## src/core/manr_pkg.sv

```systemverilog
//////////////////////////////////////////////////////////////////////////////
// Purpose: constants and carriers for the mac negotiation and aux registers
// Assumes: 16-bit registers on a plain strobe port, one clock at 50 MHz
//////////////////////////////////////////////////////////////////////////////
package manr_pkg;

  localparam logic [4:0]  ADDR_MAC_NEG    = 5'h1B;
  localparam logic [4:0]  ADDR_AUX        = 5'h1C;

  localparam int          MAC_INTERLOCK   = 15;
  localparam int          MAC_RST_ILOCK   = 14;
  localparam int          MAC_AUTOSENSE   = 13;
  localparam int          MAC_RESTART     = 12;
  localparam int          MAC_RFLT_LSB    = 8;
  localparam int          MAC_ASYM        = 7;
  localparam int          MAC_SYM         = 6;
  localparam int          MAC_FDX         = 5;
  localparam int          MAC_HDX         = 4;
  localparam int          MAC_CAPABLE     = 3;
  localparam int          MAC_LINK        = 2;
  localparam int          MAC_DONE        = 1;

  localparam int          AUX_AN_DONE     = 15;
  localparam int          AUX_AN_DIS      = 14;
  localparam int          AUX_XOVER       = 13;
  localparam int          AUX_CD_SWAP     = 12;
  localparam int          AUX_POL_LSB     = 8;
  localparam int          AUX_TMO_MSB     = 7;
  localparam int          AUX_PSAVE       = 6;
  localparam int          AUX_FDX         = 5;
  localparam int          AUX_SPD_LSB     = 3;
  localparam int          AUX_TMO_LSB     = 2;

  localparam logic        RST_INTERLOCK   = 1'h0;
  localparam logic        RST_RST_ILOCK   = 1'h0;
  localparam logic        RST_AUTOSENSE   = 1'h0;
  localparam logic        RST_PSAVE       = 1'h0;
  localparam logic        RST_TMO_LSB     = 1'h0;

  localparam int          CLK_HZ          = 50_000_000;
  localparam int          TMO_STEP_S      = 1;
  localparam int          TMO_STEP_CYC    = CLK_HZ * TMO_STEP_S;

  typedef struct packed {
    logic [1:0] remote_fault;
    logic       asym_pause;
    logic       sym_pause;
    logic       full_duplex;
    logic       half_duplex;
  } manr_mac_adv_t;

  typedef struct packed {
    logic       an_complete;
    logic       an_enable;
    logic       crossover;
    logic       cd_swap;
    logic [3:0] polarity;
    logic       full_duplex_flag;
    logic [1:0] speed;
  } manr_cu_stat_t;

  typedef struct packed {
    logic       interlock;
    logic       restart_ilock;
    logic       autosense;
    logic       psave_en;
    logic [1:0] tmo_code;
  } manr_cfg_t;

endpackage : manr_pkg

```

## src/core/manr_regs.sv

```systemverilog
//////////////////////////////////////////////////////////////////////////////
// Purpose: mac-side negotiation control/status and auxiliary status registers
// Assumes: negotiation engine, copper status and media link are same-clock
// Notes:   timeout default MSB comes from the strap level caught after reset
//////////////////////////////////////////////////////////////////////////////
//
// The strobed register port was chosen for this implementation.
`timescale 1ns/1ns
module manr_regs #(
  parameter int TMO_STEP_CYC = manr_pkg::TMO_STEP_CYC
) (
  input  wire logic                   CLK_I,
  input  wire logic                   RST_N_I,
  input  wire logic                   SOFT_RST_I,
  input  wire logic                   STRAP_TMO_MSB_I,
  input  wire logic [4:0]             ADDR_I,
  input  wire logic [15:0]            WDATA_I,
  input  wire logic                   WR_I,
  input  wire logic                   RD_I,
  output logic      [15:0]            RDATA_O,
  input  wire logic                   MEDIA_LINK_I,
  input  wire logic                   MAC_AN_EN_I,
  input  wire logic                   MAC_AN_CAPABLE_I,
  input  wire logic                   MAC_LINK_I,
  input  wire logic                   MAC_AN_DONE_I,
  input  wire manr_pkg::manr_mac_adv_t MAC_ADV_I,
  input  wire manr_pkg::manr_cu_stat_t CU_STAT_I,
  output logic                        MAC_IF_EN_O,
  output logic                        MAC_AN_RESTART_O,
  output logic                        MAC_AUTOSENSE_O,
  output logic                        PSAVE_EN_O,
  output logic                        PSAVE_TMO_O
);

  manr_pkg::manr_cfg_t cfg_r;
  logic                strap_done_r;
  logic                media_link_r;
  logic                restart_r;
  logic                sw_restart;
  logic                link_chg;
  logic [31:0]         tmo_cnt_r;
  logic [2:0]          tmo_sec_r;
  logic [15:0]         mac_word;
  logic [15:0]         aux_word;
  logic                wr_mac;
  logic                wr_aux;

  assign wr_mac = WR_I && (ADDR_I == manr_pkg::ADDR_MAC_NEG);
  assign wr_aux = WR_I && (ADDR_I == manr_pkg::ADDR_AUX);

  ////////////////////////////////////////////////////////////////////////////
  // sticky configuration, hardware reset only
  always_ff @(posedge CLK_I or negedge RST_N_I) begin
    if (!RST_N_I) begin
      cfg_r.interlock     <= manr_pkg::RST_INTERLOCK;
      cfg_r.restart_ilock <= manr_pkg::RST_RST_ILOCK;
      cfg_r.autosense     <= manr_pkg::RST_AUTOSENSE;
      cfg_r.psave_en      <= manr_pkg::RST_PSAVE;
      cfg_r.tmo_code      <= {1'b0, manr_pkg::RST_TMO_LSB};
      strap_done_r        <= 1'b0;
    end else begin
      // soft reset deliberately not used here
      if (!strap_done_r) begin
        cfg_r.tmo_code[1] <= STRAP_TMO_MSB_I;
        strap_done_r      <= 1'b1;
      end
      if (wr_mac) begin
        cfg_r.interlock     <= WDATA_I[manr_pkg::MAC_INTERLOCK];
        cfg_r.restart_ilock <= WDATA_I[manr_pkg::MAC_RST_ILOCK];
        cfg_r.autosense     <= WDATA_I[manr_pkg::MAC_AUTOSENSE];
      end
      if (wr_aux) begin
        cfg_r.psave_en    <= WDATA_I[manr_pkg::AUX_PSAVE];
        cfg_r.tmo_code    <= {WDATA_I[manr_pkg::AUX_TMO_MSB],
                              WDATA_I[manr_pkg::AUX_TMO_LSB]};
      end
    end
  end

  ////////////////////////////////////////////////////////////////////////////
  // negotiation restart pulse
  assign sw_restart = wr_mac && WDATA_I[manr_pkg::MAC_RESTART];
  assign link_chg   = media_link_r != MEDIA_LINK_I;

  always_ff @(posedge CLK_I or negedge RST_N_I) begin
    if (!RST_N_I) begin
      media_link_r <= 1'b0;
      restart_r    <= 1'b0;
    end else begin
      media_link_r <= MEDIA_LINK_I;
      restart_r    <= sw_restart || SOFT_RST_I
                      || (cfg_r.restart_ilock && link_chg);
    end
  end

  ////////////////////////////////////////////////////////////////////////////
  // power-save link status timeout, one-second steps
  always_ff @(posedge CLK_I or negedge RST_N_I) begin
    if (!RST_N_I) begin
      tmo_cnt_r <= 32'h0000_0000;
      tmo_sec_r <= 3'h0;
    end else if (!cfg_r.psave_en || MEDIA_LINK_I) begin
      tmo_cnt_r <= 32'h0000_0000;
      tmo_sec_r <= 3'h0;
    end else if (tmo_sec_r <= {1'b0, cfg_r.tmo_code}) begin
      if (tmo_cnt_r == 32'(TMO_STEP_CYC - 1)) begin
        tmo_cnt_r <= 32'h0000_0000;
        tmo_sec_r <= tmo_sec_r + 3'h1;
      end else begin
        tmo_cnt_r <= tmo_cnt_r + 32'h0000_0001;
      end
    end
  end

  assign PSAVE_EN_O       = cfg_r.psave_en;
  assign PSAVE_TMO_O      = tmo_sec_r > {1'b0, cfg_r.tmo_code};
  assign MAC_AN_RESTART_O = restart_r;
  assign MAC_AUTOSENSE_O  = cfg_r.autosense && MAC_AN_EN_I;
  assign MAC_IF_EN_O      = !cfg_r.interlock || MEDIA_LINK_I;

  ////////////////////////////////////////////////////////////////////////////
  // read words; restart bit and reserved bits read zero
  always_comb begin
    mac_word = 16'h0000;
    mac_word[manr_pkg::MAC_INTERLOCK] = cfg_r.interlock;
    mac_word[manr_pkg::MAC_RST_ILOCK] = cfg_r.restart_ilock;
    mac_word[manr_pkg::MAC_AUTOSENSE] = cfg_r.autosense;
    mac_word[manr_pkg::MAC_RFLT_LSB+:2] = MAC_ADV_I.remote_fault;
    mac_word[manr_pkg::MAC_ASYM] = MAC_ADV_I.asym_pause;
    mac_word[manr_pkg::MAC_SYM]  = MAC_ADV_I.sym_pause;
    mac_word[manr_pkg::MAC_FDX]  = MAC_ADV_I.full_duplex;
    mac_word[manr_pkg::MAC_HDX]  = MAC_ADV_I.half_duplex;
    mac_word[manr_pkg::MAC_CAPABLE] = MAC_AN_CAPABLE_I;
    mac_word[manr_pkg::MAC_LINK] = MAC_LINK_I;
    mac_word[manr_pkg::MAC_DONE] = MAC_AN_DONE_I;
    aux_word = 16'h0000;
    aux_word[manr_pkg::AUX_AN_DONE] = CU_STAT_I.an_complete;
    aux_word[manr_pkg::AUX_AN_DIS]  = !CU_STAT_I.an_enable;
    aux_word[manr_pkg::AUX_XOVER]   = CU_STAT_I.crossover;
    aux_word[manr_pkg::AUX_CD_SWAP] = CU_STAT_I.cd_swap;
    aux_word[manr_pkg::AUX_POL_LSB+:4] = CU_STAT_I.polarity;
    aux_word[manr_pkg::AUX_TMO_MSB] = cfg_r.tmo_code[1];
    aux_word[manr_pkg::AUX_PSAVE]   = cfg_r.psave_en;
    aux_word[manr_pkg::AUX_FDX]     = CU_STAT_I.full_duplex_flag;
    aux_word[manr_pkg::AUX_SPD_LSB+:2] = CU_STAT_I.speed;
    aux_word[manr_pkg::AUX_TMO_LSB] = cfg_r.tmo_code[0];
  end

  always_ff @(posedge CLK_I or negedge RST_N_I) begin
    if (!RST_N_I) begin
      RDATA_O <= 16'h0000;
    end else if (RD_I) begin
      case (ADDR_I)
        manr_pkg::ADDR_MAC_NEG: RDATA_O <= mac_word;
        manr_pkg::ADDR_AUX:     RDATA_O <= aux_word;
        default:                RDATA_O <= 16'h0000;
      endcase
    end else begin
      RDATA_O <= 16'h0000;
    end
  end

  ////////////////////////////////////////////////////////////////////////////
  // checks
  property p_interlock;
    @(posedge CLK_I) disable iff (!RST_N_I)
      (cfg_r.interlock && !MEDIA_LINK_I) |-> !MAC_IF_EN_O;
  endproperty
  a_interlock: assert property (p_interlock)
    else $error("mac interface enabled while media link down");

  property p_relink;
    @(posedge CLK_I) disable iff (!RST_N_I)
      (cfg_r.restart_ilock && $changed(MEDIA_LINK_I)) |=> MAC_AN_RESTART_O;
  endproperty
  a_relink: assert property (p_relink)
    else $error("no restart after media link change");

  property p_no_relink;
    @(posedge CLK_I) disable iff (!RST_N_I)
      (!cfg_r.restart_ilock && !wr_mac && !SOFT_RST_I) |=> !MAC_AN_RESTART_O;
  endproperty
  a_no_relink: assert property (p_no_relink)
    else $error("restart without cause");

  property p_swrestart;
    @(posedge CLK_I) disable iff (!RST_N_I)
      sw_restart |=> MAC_AN_RESTART_O ##1 (!MAC_AN_RESTART_O || $past(WR_I));
  endproperty
  a_swrestart: assert property (p_swrestart)
    else $error("software restart pulse wrong");

  property p_rd_restart_zero;
    @(posedge CLK_I) disable iff (!RST_N_I)
      (RD_I && ADDR_I == manr_pkg::ADDR_MAC_NEG)
        |=> !RDATA_O[manr_pkg::MAC_RESTART] && RDATA_O[11:10] == 2'h0;
  endproperty
  a_rd_restart_zero: assert property (p_rd_restart_zero)
    else $error("restart or reserved bits read nonzero");

  property p_rd_link;
    @(posedge CLK_I) disable iff (!RST_N_I)
      (RD_I && ADDR_I == manr_pkg::ADDR_MAC_NEG)
        |=> RDATA_O[manr_pkg::MAC_LINK] == $past(MAC_LINK_I);
  endproperty
  a_rd_link: assert property (p_rd_link)
    else $error("mac link bit mismatch");

  property p_rd_andis;
    @(posedge CLK_I) disable iff (!RST_N_I)
      (RD_I && ADDR_I == manr_pkg::ADDR_AUX)
        |=> RDATA_O[manr_pkg::AUX_AN_DIS] != $past(CU_STAT_I.an_enable);
  endproperty
  a_rd_andis: assert property (p_rd_andis)
    else $error("negotiation disabled bit not inverted");

  property p_sticky;
    @(posedge CLK_I) disable iff (!RST_N_I)
      (SOFT_RST_I && !WR_I && strap_done_r) |=> $stable(cfg_r);
  endproperty
  a_sticky: assert property (p_sticky)
    else $error("sticky field lost on soft reset");

  property p_psave_wr;
    @(posedge CLK_I) disable iff (!RST_N_I)
      wr_aux |=> PSAVE_EN_O == $past(WDATA_I[manr_pkg::AUX_PSAVE]);
  endproperty
  a_psave_wr: assert property (p_psave_wr)
    else $error("power save enable not written");

endmodule : manr_regs

```

## config.mk

```make
export PLATFORM = sky130hd
export DESIGN_NAME = manr_regs
export DESIGN_NICKNAME = d
export VERILOG_FILES = /design/src/core/manr_pkg.sv /design/src/core/manr_regs.sv
export SDC_FILE = /design/constraint.sdc
export NUM_CORES = 1
export LEC_CHECK = 0
export CORE_MARGIN = 2
export CORE_UTILIZATION = 60
export CTS_BUF_LIST = sky130_fd_sc_hd__clkbuf_8
export DETAILED_ROUTE_END_ITERATION = 12
export DONT_BUFFER_PORTS = 1
export HOLD_SLACK_MARGIN = 0.12
export PLACE_DENSITY = 0.84
export SLEW_MARGIN = 10
export SYNTH_ARGS = -nofsm -noshare
export SYNTH_HDL_FRONTEND = slang
export SYNTH_SLANG_ARGS = --single-unit
```

## constraint.sdc

```tcl
create_clock -name CLK_I -period 4.5 [get_ports CLK_I]
set_clock_uncertainty 0.05 [all_clocks]
set_input_delay 0.675 -clock CLK_I [delete_from_list [all_inputs] [get_ports CLK_I]]
set_output_delay 0.675 -clock CLK_I [all_outputs]
set_load 0.02 [all_outputs]
```

# [Word-level counts from Yosys, hierarchy flattened]
# Index checks and enable logic that the tools add are counted.
[op_classes] addsub=2 order_cmp=2 mux=10 reduce_logical=15 n_eq_ne=5
[ops] operator="32-bit 2-to-1 mux" count=3
[ops] operator="32-bit by 1-bit adder with 32-bit output (second input constant)" count=1
[ops] operator="32-bit by 26-bit equality test with 1-bit output (second input constant)" count=1
[ops] operator="16-bit case mux with 2 select lines" count=1
[ops] operator="16-bit 2-to-1 mux" count=1
[ops] operator="5-bit equality test (second input constant)" count=2
[ops] operator="3-bit 2-to-1 mux" count=3
[ops] operator="1-bit logical AND" count=5
[ops] operator="1-bit logical OR" count=4
[ops] operator="2-bit nonzero test" count=2
[ops] operator="3-bit by 1-bit adder with 3-bit output (second input constant)" count=1
[ops] operator="3-bit by 2-bit greater-than comparator with 1-bit output" count=1
[ops] operator="3-bit by 2-bit <= comparator with 1-bit output" count=1
[ops] operator="1-bit logical NOT" count=3
[ops] operator="2-bit 2-to-1 mux" count=1
[ops] operator="2-bit by 1-bit != test with 1-bit output (second input constant)" count=1
[ops] operator="2-bit AND reduction" count=1
[ops] operator="1-bit 2-to-1 mux" count=1
[ops] operator="1-bit != test" count=1
[word_totals] elab_cells=46 input_bits=49 register_bits=60

# [Logic depth before layout (Yosys ltp)]
# Gate-level depths: netlist (run 1).
[logic_depth] depth_word=5 mapped_depth=9

# [Worst setup path before layout (run 1)]
# No wires, ideal clock.
[synth_path] kind="reg2reg" from="register tmo_sec_r[1]" to="register tmo_cnt_r[29]" required_time_ns=4.373 period_less_slack_ns=2.455 stages_incl_launch_ff=9 path_slack_ns=2.045 arrival_ns=2.327 setup_ns=0.077 path_cell_list="dfrtp_1 -> ha_1 -> and3b_1 -> a21oi_1 -> nor4_4 -> or2_1 -> buf_2 -> buf_4 -> a21oi_1"
[synth_between] elab_chain_cells=2
[synth_rtl] item="start, declared" line_no="manr_regs.sv:42" text="logic [2:0] tmo_sec_r;"
[synth_rtl] item="start signal, assigned" line_no="manr_regs.sv:108" text="tmo_sec_r <= tmo_sec_r + 3'h1;"
[synth_rtl] item="3-bit by 2-bit <= comparator with 1-bit output" line_no="manr_regs.sv:105" text="end else if (tmo_sec_r <= {1'b0, cfg_r.tmo_code}) begin"
[synth_rtl] item="2-bit nonzero test (no source line)"
[synth_rtl] item="end signal, assigned" line_no="manr_regs.sv:110" text="tmo_cnt_r <= tmo_cnt_r + 32'h0000_0001;"
[synth_rtl] item="end, declared" line_no="manr_regs.sv:41" text="logic [31:0] tmo_cnt_r;"
# Every way passes these cells.
# A chain may end at the register's enable or synchronous reset.

# [Worst setup path after layout (run 1)]
[layout_path] from="register tmo_cnt_r[0]" to="register tmo_cnt_r[18]"
[layout_between] elab_chain_cells=4
[layout_rtl] item="32-bit by 1-bit adder with 32-bit output / 32-bit by 26-bit equality test with 1-bit output (equally long branches)" line_no="manr_regs.sv:110, manr_regs.sv:106"
[layout_rtl] item="32-bit 2-to-1 mux (*)" line_no="manr_regs.sv:106" text="if (tmo_cnt_r == 32'(TMO_STEP_CYC - 1)) begin"
[layout_rtl] item="32-bit 2-to-1 mux (*)" line_no="manr_regs.sv:105"
[layout_rtl] item="32-bit 2-to-1 mux (*)" line_no="manr_regs.sv:102" text="end else if (!cfg_r.psave_en || MEDIA_LINK_I) begin"
# Mark *: on every way between the ends. The rest lies on a longest branch, timed or not. The select of a mux whose other input is x is not followed.

==> impl_results.md, run 1 <==
* Worst-Skew Late Latency at 0.34 ns
* TritonCTS buffer count at 9
* Seq pwr share at 48.3%
* Ys async rst share at 100.0%
* Sw Ratio at 23.53%
* Peak supply drop at 0.2310 mV
* CTS Hold Buffers Added at 1
* # IOs at 70
* Worst-path clk slew at 0.07 ns
* H-tree depth at 3
* NumNets Final at 334
* Drt first pass iters at 5
* Clk root buf: clkbuf_8
* Die Y at 73.65 um
* Resized cells post-CTS at 0
* Post-synth top area share at 50.73%
* Syn Inst Count at 279
* WP data required at 4.63 ns
* RSZ-0062 raised after global routing: false
* Clock Path Buffers at 2
* DR DRC count at 0
* Most common cell in the synthesized netlist: dfrtp_1
* CP Max Fanout at 27
* Final Hold Viols at 0
* Syn_nets at 332
* Fmax at 342.3 MHz
* Post-synth EDFFs at 0
* GR Util All Layers at 23.69%
* Leakage at 0.001263 uW
* Placed wire-length estimate at 4027 um
* Flop-to-flop setup slack at 1.58 ns
* Startpoint Class: register
* Largest area contributor in the netlist: dfrtp_1
* Die ar. at 0.005424 mm^2
* CP Data Arrival Time at 3.06 ns
* Finished Cell Area at 0.003167 mm^2
* 1st-iter DRT viols at 172
* Clock power frac at 45.6%
* Routed wire length at 6075 um
* Commonest cells in the netlist: dfrtp_1 (59), nor2_1 (29), nand2_1 (16)
* First-pass GRT wire length at 9653 um
* Max-Cap Viols at 0
* Routed length per instance at 17.92 um
* Yosys reg bits at 59
* Share of layout cells above drive strength 1 at 10.88%
* Total number of vias at 2,137
* Initial antenna violation count at 0
* Net Switching at 273.4 uW
* Setup violations, final at 0
* Top FF cell, synth: dfrtp_1
* Ranking of synthesized cells by area: dfrtp_1 (51%), xnor2_1 (3.9%), nor2_1 (3.7%)
* Post-CTS Setup Bufs at 0
* Worst Max-Slew Pin Slew at 0.9658 ns
* CP Capture Type: register
* Final period util at 64.91%
* Clock sinks at 59
* Logic gate share of total power at 6.1%
* P_int at 888.5 uW
* Avg Vias per Cell at 6.304
* Antenna violation net count after detailed routing at 0
* Fin crit period at 2.921 ns
* Critical path class: register to register
* Number of distinct library cells after synthesis at 46
* Mapped Area at 0.002910 mm^2
* Setup TNS at 0 ns
* Die X at 73.65 um
* Cell area power density at 366.9 mW/mm^2
* Layout area overhead at 8.814%
* Status: finished clean
* Syn_area_per_cell at 10.43 um^2
* Final max-slew violation count at 0
* IO buf count at 0
* Core Area at 0.004692 mm^2
* Row count at 25
* Slew margin rel. at 35.61%
* Largest net degree at the start of global routing at 60
* Register area share after synthesis at 50.73%
* Yosys warns at 0
* CTS tree: yes
* N_diodes at 0
* Total global routing overflow at 0
* Starting Density at 62.03%
* Worst Hold Class: input port to async pin
* GP Congestion at 0.8697
* Post-DP Area at 0.002924 mm^2
* Vias in the first global route at 2,022
==> area by class of cell <==
cell class	count	area (um^2)
Clock buffer	10	137.6
Clock inverter	5	77.57
Fill cell	330	1525
Inverter	7	26.28
Multi-Input combinational cell	202	1346
Sequential cell	59	1476
Tap cell	54	67.56
Timing Repair Buffer	2	35.03
==> stage by stage <==
stage          setup WS (ns)  total power, uW  std cells  hold WS [ns]  utilization (%)
6_report               1.579             1162        339        0.1470            67.49
5_1_grt                1.364             1205        339        0.1642            67.49
4_1_cts                1.591             1168        339        0.1516            67.49
3_5_place_dp           1.627            628.6        323        0.3312            62.32
3_3_place_gp           1.696            625.2        323        0.3311            62.32
2_1_floorplan          2.045            616.8        279        0.3294                -
==> power by group through the flow <==
stage               Sequential (uW)  Combinational [uW]  Clock (uW)
floorplan                       567                49.9           0
global route                    562                79.0         563
detailed placement              571                57.7           0
global placement                570                55.0           0
CTS                             561                72.5         534
finish                          561                71.1         530
==> cell families (layout without fill, tap and decap cells) <==
kind of cell,Yosys count,count (layout),share of synthesized area (%)
and+or+nand+nor,125,125,25.11
adders and majority gates,4,4,1.720
xor gates and xnor gates,20,20,6.019
other,2,2,0.2580
AOI/OAI and AO/OA,43,43,10.15
buffers and inverters,18,24,3.009
muxes,8,8,3.009
DFF,59,59,50.73
==> critical path, cell delays in order (launching register included) <==
cell and delay, ns:
dfrtp_1 0.39, ha_1 0.25, nand4_1 0.20, or4_1 0.65
nor4_4 0.29, or2_1 0.80, nor2_1 0.12
==> placed cells by master, fill, tap and decap left out, types with 4 or more instances in the layout <==
cell type and n:
nand2_1 16, ha_1 4, or3_1 8, o31ai_1 4, dfrtp_1 59, inv_1 7
o21ai_0 9, nand3_1 13, clkbuf_8 10, and3_1 5, xnor2_1 13, a22o_1 11
nor4_1 7, mux2_2 6, xor2_1 7, or4_1 4, nor2_1 29, a21oi_1 13
nor3_1 8, nand4_1 11, and2_1 5
==> registers in the layout, indices dropped and copies added, names as in the netlist <==
| signal | cells |
|---|---|
| aux_word | 2 |
| RDATA_O | 15 |
| MAC_AN_RESTART_O | 1 |
| cfg_r | 3 |
| PSAVE_EN_O | 1 |
| tmo_sec_r | 3 |
| tmo_cnt_r | 32 |
| media_link_r | 1 |
| strap_done_r | 1 |
==> path summary, 6_finish.rpt <==
check / start / endpoint / cells after the start
hold / removal: RST_N_I / tmo_cnt_r[10] / 1
setup reg to reg: tmo_cnt_r[0] / tmo_cnt_r[18] / 6
max in group asynchronous: RST_N_I / tmo_sec_r[1] / 1
min in group CLK_I: MEDIA_LINK_I / media_link_r / 0
setup / recovery: tmo_cnt_r[0] / tmo_cnt_r[18] / 6
hold reg to reg: tmo_sec_r[2] / tmo_sec_r[2] / 2
==> per-layer routing <==
metal  global-route usage (%)  routed length, um  vias up
li1                         -                  -     1010
met3                    5.487                249       12
met4                    12.12                 98        0
met5                        0                  0        -
met1                    31.28               2669     1072
met2                    36.41               3058       43
Note: power is estimated with default switching activity, not from simulation.
==> inputs of run 2 (changes only) <==
--- a/config.mk
+++ b/config.mk
@@ -6,12 +6,12 @@
 export NUM_CORES = 1
 export LEC_CHECK = 0
 export CORE_MARGIN = 2
-export CORE_UTILIZATION = 60
+export CORE_UTILIZATION = 59
 export CTS_BUF_LIST = sky130_fd_sc_hd__clkbuf_8
 export DETAILED_ROUTE_END_ITERATION = 12
 export DONT_BUFFER_PORTS = 1
 export HOLD_SLACK_MARGIN = 0.12
-export PLACE_DENSITY = 0.84
+export PLACE_DENSITY = 0.86
 export SLEW_MARGIN = 10
 export SYNTH_ARGS = -nofsm -noshare
 export SYNTH_HDL_FRONTEND = slang
==> constraint.sdc (replaced) <==
create_clock -name CLK_I -period 2.65 [get_ports CLK_I]
set_clock_uncertainty 0.05 [all_clocks]
set_input_delay 0.3975 -clock CLK_I [delete_from_list [all_inputs] [get_ports CLK_I]]
set_output_delay 0.3975 -clock CLK_I [all_outputs]
set_load 0.02 [all_outputs]
==> run 2 against run 1 <==
Combinational power up 100%. Register-to-register slack got worse by 1.3 ns. Critical path depth is the same. Power increased by 69%. Clock-buffer cell count up 1. Critical path type unchanged.
==> impl_results.md, run 2 (same netlist as run 1, synthesis figures left out) <==
* Sw Ratio at 25.15% (+1.6 points)
* Max reg flops at 32 (unchanged)
* Final Hold Viols at 0 (unchanged)
* First-pass GRT wire length at 9735 um (+0.85%)
* Critical Path, Cell by Cell: or4b_1, or4_1, nor4_4, or2_1, buf_12, nor2_1
* WP data required at 2.83 ns (-1.80 ns)
* Placed cells at 341 (+5.6%)
* Core Area at 0.004755 mm^2 (+1.3%)
* Worst Hold Class: input port to register
* Vias in the first global route at 2,173 (+7.5%)
* Critical path class: register to register
* Placed wire-length estimate at 4200 um (+4.3%)
* Most frequent cells in the layout: dfrtp_1 (59), nor2_1 (29), nand2_1 (16)
* Slew margin rel. at 50.67% (+15 points)
* Share of layout cells above drive strength 1 at 12.46% (+1.6 points)
* CP Capture Type: register
* Final Instance Count excl. Fillers at 364 (+7.4%)
* Final period util at 89.66% (+25 points)
* Top flop regs: tmo_cnt_r: 32 flops, RDATA_O: 15 flops
* Status: finished clean
* Routed length per instance at 16.66 um (-7.1%)
* Layout area overhead at 13.07%
* 1st-iter DRT viols at 124 (-28%)
* Fin crit period at 2.376 ns (-0.5452 ns)
* GR Util All Layers at 23.83% (+0.14 points)
* Net Switching at 492.9 uW (+80%)
* Max-Cap Viols at 0 (unchanged)
* IO buf count at 0 (unchanged)
* Row count at 25 (unchanged)
* Antenna violation net count after detailed routing at 0 (unchanged)
* Leakage at 0.001308 uW (+3.6%)
* Clock Path Buffers at 2 (unchanged)
* H-tree depth at 3 (unchanged)
* CP peak stage delay at 0.54 ns (-0.26 ns)
* Startpoint Class: register
* Largest net degree at the start of global routing at 60 (unchanged)
* Cell area power density at 595.4 mW/mm^2 (+62%)
* Setup violations, final at 0 (unchanged)
* Fmax at 420.9 MHz (+23%)
* Starting Density at 61.21% (-0.82 points)
* N_diodes at 0 (unchanged)
* DR DRC count at 0 (unchanged)
* CTS tree: yes
* Clk root buf: clkbuf_8
* Commonest non-fill, non-tap cell in the layout: dfrtp_1
* CP Max Fanout at 27 (unchanged)
* Total global routing overflow at 0 (unchanged)
* Seq pwr share at 48.7% (+0.4 points)
* Setup TNS at 0 ns (unchanged)
* Worst-Skew Late Latency at 0.35 ns (about the same)
* CP bufs+invs at 1 (+1)
* Resized cells post-CTS at 0 (unchanged)
* Die ar. at 0.005511 mm^2 (+1.6%)
* Worst Max-Slew Pin Slew at 0.7372 ns (-0.2286 ns)
* Clock sinks at 59 (unchanged)
* RSZ-0062 raised after global routing: false
* CP Data Arrival Time at 2.55 ns (-0.51 ns)
* P_int at 1467 uW (+65%)
* Critical path's slowest cell: or4b_1
* Drt first pass iters at 4 (-1)
* Fillers at 369 (+12%)
* CTS Hold Buffers Added at 7 (+6)
* Routed wire length at 6063 um (-0.20%)
* # IOs at 70 (unchanged)
* Worst-path clk slew at 0.07 ns (about the same)
* Avg Vias per Cell at 6.115 (-3.0%)
* Top Family by Delay on Critical Path: simple AND/OR/NAND/NOR gates
* Post-CTS Setup Bufs at 0 (unchanged)
* Initial antenna violation count at 0 (unchanged)
* Total number of vias at 2,226 (+4.2%)
* Peak supply drop at 0.5713 mV (+150%)
* Logic gate share of total power at 7.3% (+1.2 points)
* Die Y at 74.24 um (+0.80%)
* NumNets Final at 345 (+3.3%)
* Die X at 74.24 um (+0.80%)
* Largest register by flop count: tmo_cnt_r
* Clock power frac at 44.0% (-1.6 points)
* TritonCTS buffer count at 9 (unchanged)
* Final max-slew violation count at 0 (unchanged)
* GP Congestion at 0.8508 (-2.2%)
-- run 2: worst paths after layout --
path	start	to	slack, ns	cells after the start
max reg2reg	tmo_cnt_r[16]	tmo_cnt_r[9]	0.27	6
min	CU_STAT_I[7]	RDATA_O[12]	0.13	1
min in group asynchronous	RST_N_I	tmo_cnt_r[29]	0.52	2
max	tmo_cnt_r[16]	tmo_cnt_r[9]	0.27	6
max in group asynchronous	RST_N_I	tmo_cnt_r[12]	1.77	2
min reg2reg	cfg_r[4]	RDATA_O[14]	0.48	2
-- run 2: layer usage --
layer / track usage, % / up-vias / wire length [um]
li1: - / 1036 / -
met1: 30.22 / 1101 / 2485
met2: 37.30 / 70 / 3111
met3: 4.878 / 19 / 317
met4: 15.67 / 0 / 148
met5: 0 / - / 0
-- run 2: cell type report --
class                   instances  area (um^2)  share of cell area [%]
clock buffers                  11        151.4                   4.601
clock inverters                 5        61.31                   1.863
inverters                       7        26.28                  0.7985
multi-input cells             202         1346                   40.91
flip-flops and latches         59         1476                   44.87
well taps                      67        83.83                   2.548
repair buffers                 13        145.1                   4.411
-- run 2: stage by stage --
stage          instance area [um^2]  worst slack (ns)  utilization (%)  power, uW  hold WS [ns]
2_1_floorplan                  2910            0.1952                -       1047       0.05191
3_3_place_gp                   2990            0.3244            62.89       1077       0.05411
3_5_place_dp                   2990            0.3111            62.89       1084       0.05415
4_1_cts                        3291            0.2814            69.21       1972        0.1213
5_1_grt                        3291            0.1622            69.21       2022        0.1301
6_report                       3291            0.2741            69.21       1959        0.1321
-- run 2: worst register-to-register path: stages, from the launching register on --
cell     delay (ns)
dfrtp_1        0.45
or4b_1         0.54
or4_1          0.48
nor4_4         0.27
or2_1          0.21
buf_12         0.18
nor2_1         0.08
-- run 2: power groups by stage --
stage | logic, uW | registers [uW] | clock network, uW
after floorplan | 84.8 | 963 | 0
after global placement | 108 | 969 | 0
after detailed placement | 113 | 971 | 0
after CTS | 144 | 954 | 874
after global routing | 156 | 957 | 909
final | 142 | 954 | 863
==> inputs of run 3 (changes only) <==
--- a/config.mk
+++ b/config.mk
@@ -6,12 +6,12 @@
 export NUM_CORES = 1
 export LEC_CHECK = 0
 export CORE_MARGIN = 2
-export CORE_UTILIZATION = 59
+export CORE_UTILIZATION = 30
 export CTS_BUF_LIST = sky130_fd_sc_hd__clkbuf_8
 export DETAILED_ROUTE_END_ITERATION = 12
 export DONT_BUFFER_PORTS = 1
 export HOLD_SLACK_MARGIN = 0.12
-export PLACE_DENSITY = 0.86
+export PLACE_DENSITY = 0.53
 export SLEW_MARGIN = 10
 export SYNTH_ARGS = -nofsm -noshare
 export SYNTH_HDL_FRONTEND = slang
==> run 3 against run 2 <==
Clock-buffer cell count shrank 2. Register-to-register slack gained 0.03 ns. Combinational power is essentially flat. Global-route usage shrank 10 points. Wire length grew 4.0%. Maximum frequency shrank 3.8%. Final cell count grew 18%. Utilization shrank 33 points. Sequential power is essentially flat. Setup slack lost 0.094 ns. Clock power shrank 16%. Hold slack gained 0.0039 ns. Critical path type is now register to output pin. Critical endpoint is now PSAVE_TMO_O. Largest cell class unchanged. Largest power group unchanged.
==> impl_results.md, run 3 (same netlist as run 1, synthesis figures left out) <==
* Final Instance Count excl. Fillers at 429 (+18%)
* Critical path depth at 5 (-1)
* Post-Route M1 WL at 2883 um (+16%)
* DR DRC count at 0 (unchanged)
* Placed wire-length estimate at 4307 um (+2.6%)
* GR Util All Layers at 13.39% (-10 points)
* Status: finished clean
* Setup violations, final at 0 (unchanged)
* Multi-input gate area at 0.001346 mm^2 (unchanged)
* IO buf count at 0 (unchanged)
* Met2 wire len at 2837 um (-8.8%)
* Fin crit period at 2.470 ns (+0.09381 ns)
* Final max-slew violation count at 0 (unchanged)
* CP Data Arrival Time at 2.02 ns (-0.53 ns)
* Total global routing overflow at 0 (unchanged)
* Final Hold Viols at 0 (unchanged)
* H-tree depth at 3 (unchanged)
* CTS tree: yes
* Worst-Skew Late Latency at 0.34 ns (about the same)
* Core Area at 0.009328 mm^2 (+96%)
* Die X at 102.5 um (+38%)
* Fillers at 923 (+150%)
* Sequential Area at 0.001476 mm^2 (unchanged)
* Total number of vias at 2,164 (-2.8%)
* Top Family by Delay on Critical Path: compound AO/OA/AOI/OAI gates
* N_diodes at 0 (unchanged)
* Leakage at 0.001311 uW (+0.21%)
* Drt first pass iters at 4 (unchanged)
* Placed cells at 403 (+18%)
* CP Capture Type: output pin
* Max reg flops at 32 (unchanged)
* Initial antenna violation count at 0 (unchanged)
* Clock Path Buffers at 2 (unchanged)
* Die Y at 102.5 um (+38%)
* Antenna violation net count after detailed routing at 0 (unchanged)
* Largest net degree at the start of global routing at 60 (unchanged)
* Routed wire length at 6306 um (+4.0%)
* Row count at 35 (+40%)
* CP peak stage delay at 0.45 ns (-0.09 ns)
* # IOs at 70 (unchanged)
* WP data required at 2.20 ns (-0.63 ns)
* Startpoint Class: register
* Worst Hold Class: input port to register
* Worst-path clk slew at 0.08 ns (about the same)
* Critical Path, Cell by Cell: inv_1, ha_1, and3b_1, a21oi_1, buf_4
* Highest metal used: met4
* Avg Vias per Cell at 5.044 (-18%)
* Slew margin rel. at 45.95% (-4.7 points)
* Tot Pwr at 1822 uW (-7.0%)
* TritonCTS buffer count at 9 (unchanged)
* Starting Density at 31.20% (-30 points)
* Vias in the first global route at 2,260 (+4.0%)
* Share of layout cells above drive strength 1 at 12.00% (-0.46 points)
* NumNets Final at 348 (+0.87%)
* Commonest non-fill, non-tap cell in the layout: dfrtp_1
* Fmax at 404.9 MHz (-3.8%)
* 1st-iter DRT viols at 112 (-9.7%)
* DR WL met3 at 533 um (+68%)
* Max-Cap Viols at 0 (unchanged)
* Critical path class: register to output pin
* Most frequent cells in the layout: dfrtp_1 (59), nor2_1 (29), nand2_1 (16)
* CP bufs+invs at 2 (+1)
* Final period util at 93.20% (+3.5 points)
* Routed length per instance at 14.70 um (-12%)
* Clk root buf: clkbuf_8
* First-pass GRT wire length at 10,940 um (+12%)
* Setup TNS at 0 ns (unchanged)
* CP Max Fanout at 5 (-81%)
* Critical path's slowest cell: a21oi_1
* R2R depth at 5 (-1)
* Largest register by flop count: tmo_cnt_r
* Cell area power density at 541.7 mW/mm^2 (-9.0%)
* Worst Max-Slew Pin Slew at 0.8078 ns (+0.07060 ns)
* Hold Path Cell Cnt at 1 (unchanged)
* Clock sinks at 59 (unchanged)
* Peak supply drop at 0.3071 mV (-46%)
* RSZ-0062 raised after global routing: false
* Die ar. at 0.01051 mm^2 (+91%)
* GP Congestion at 0.7434 (-13%)
* Layout area overhead at 15.56%
* Hold slack at 0.1360 ns (+0.003904 ns)
* Top flop regs: tmo_cnt_r: 32 flops, RDATA_O: 15 flops
-- run 3: cell count changes in the layout (fill, tap and decap cells not counted), sizes merged --
| cell | delta |
|---|---|
| bufinv | -1 |
| clkbuf | -2 |
| clkinv | +1 |
| clkinvlp | -1 |
| dlygate4sd3 | +3 |
| inv | +3 |
-- run 3: layout make-up --
cell class	instances	share of cell area, %
Clock inverter	7	1.600
Sequential cell	59	43.90
Inverter	7	0.7812
Timing Repair Buffer	16	5.208
Clock buffer	9	3.683
Tap cell	129	4.799
Multi-Input combinational cell	202	40.03
-- run 3: repair_timing --
item,in CTS,in global routing
hold endpoints to repair,67,0
hold buffers,10,0
buffers inserted,0,0
gates resized for setup,0,0
-- run 3: worst paths after layout --
kind,from,end,slack (ns)
min in group asynchronous,RST_N_I,tmo_cnt_r[7],0.57
max in group asynchronous,RST_N_I,RDATA_O[13],1.75
worst min-delay path,MAC_AN_DONE_I,RDATA_O[1],0.14
worst max register to register,tmo_cnt_r[2],tmo_cnt_r[27],0.30
worst min register to register,cfg_r[3],RDATA_O[13],0.48
worst max-delay path,aux_word[7],PSAVE_TMO_O,0.18
-- run 3: report_power, final --
part / internal (uW) / switching (uW) / total [uW]
Combinational: 56.5 / 86.5 / 143
Clock: 344 / 382 / 727
Sequential: 924 / 28.2 / 952
Total: 1320 / 497 / 1820
-- run 3: metrics by stage --
step                      utilization (%)  setup WS [ns]  area (um^2)
after floorplan                         -         0.1952         2910
after CTS                           36.06         0.1312         3363
final                               36.06         0.1803         3363
after global routing                36.06        0.06952         3363
after global placement              32.89         0.3184         3068
after detailed placement            32.89         0.3156         3068
-- run 3: worst reg2reg max path: cells and delay by family (launching register included) --
kind | cells | cell delay (ns)
compound gates | 1 | 0.15
flops | 1 | 0.46
simple gates | 4 | 1.62
-- run 3: per-layer routing --
| metal | GRT usage (%) | up-vias |
|---|---|---|
| li1 | - | 1042 |
| met1 | 16.99 | 1030 |
| met5 | 0 | - |
| met4 | 2.769 | 0 |
| met3 | 6.102 | 5 |
| met2 | 21.22 | 87 |
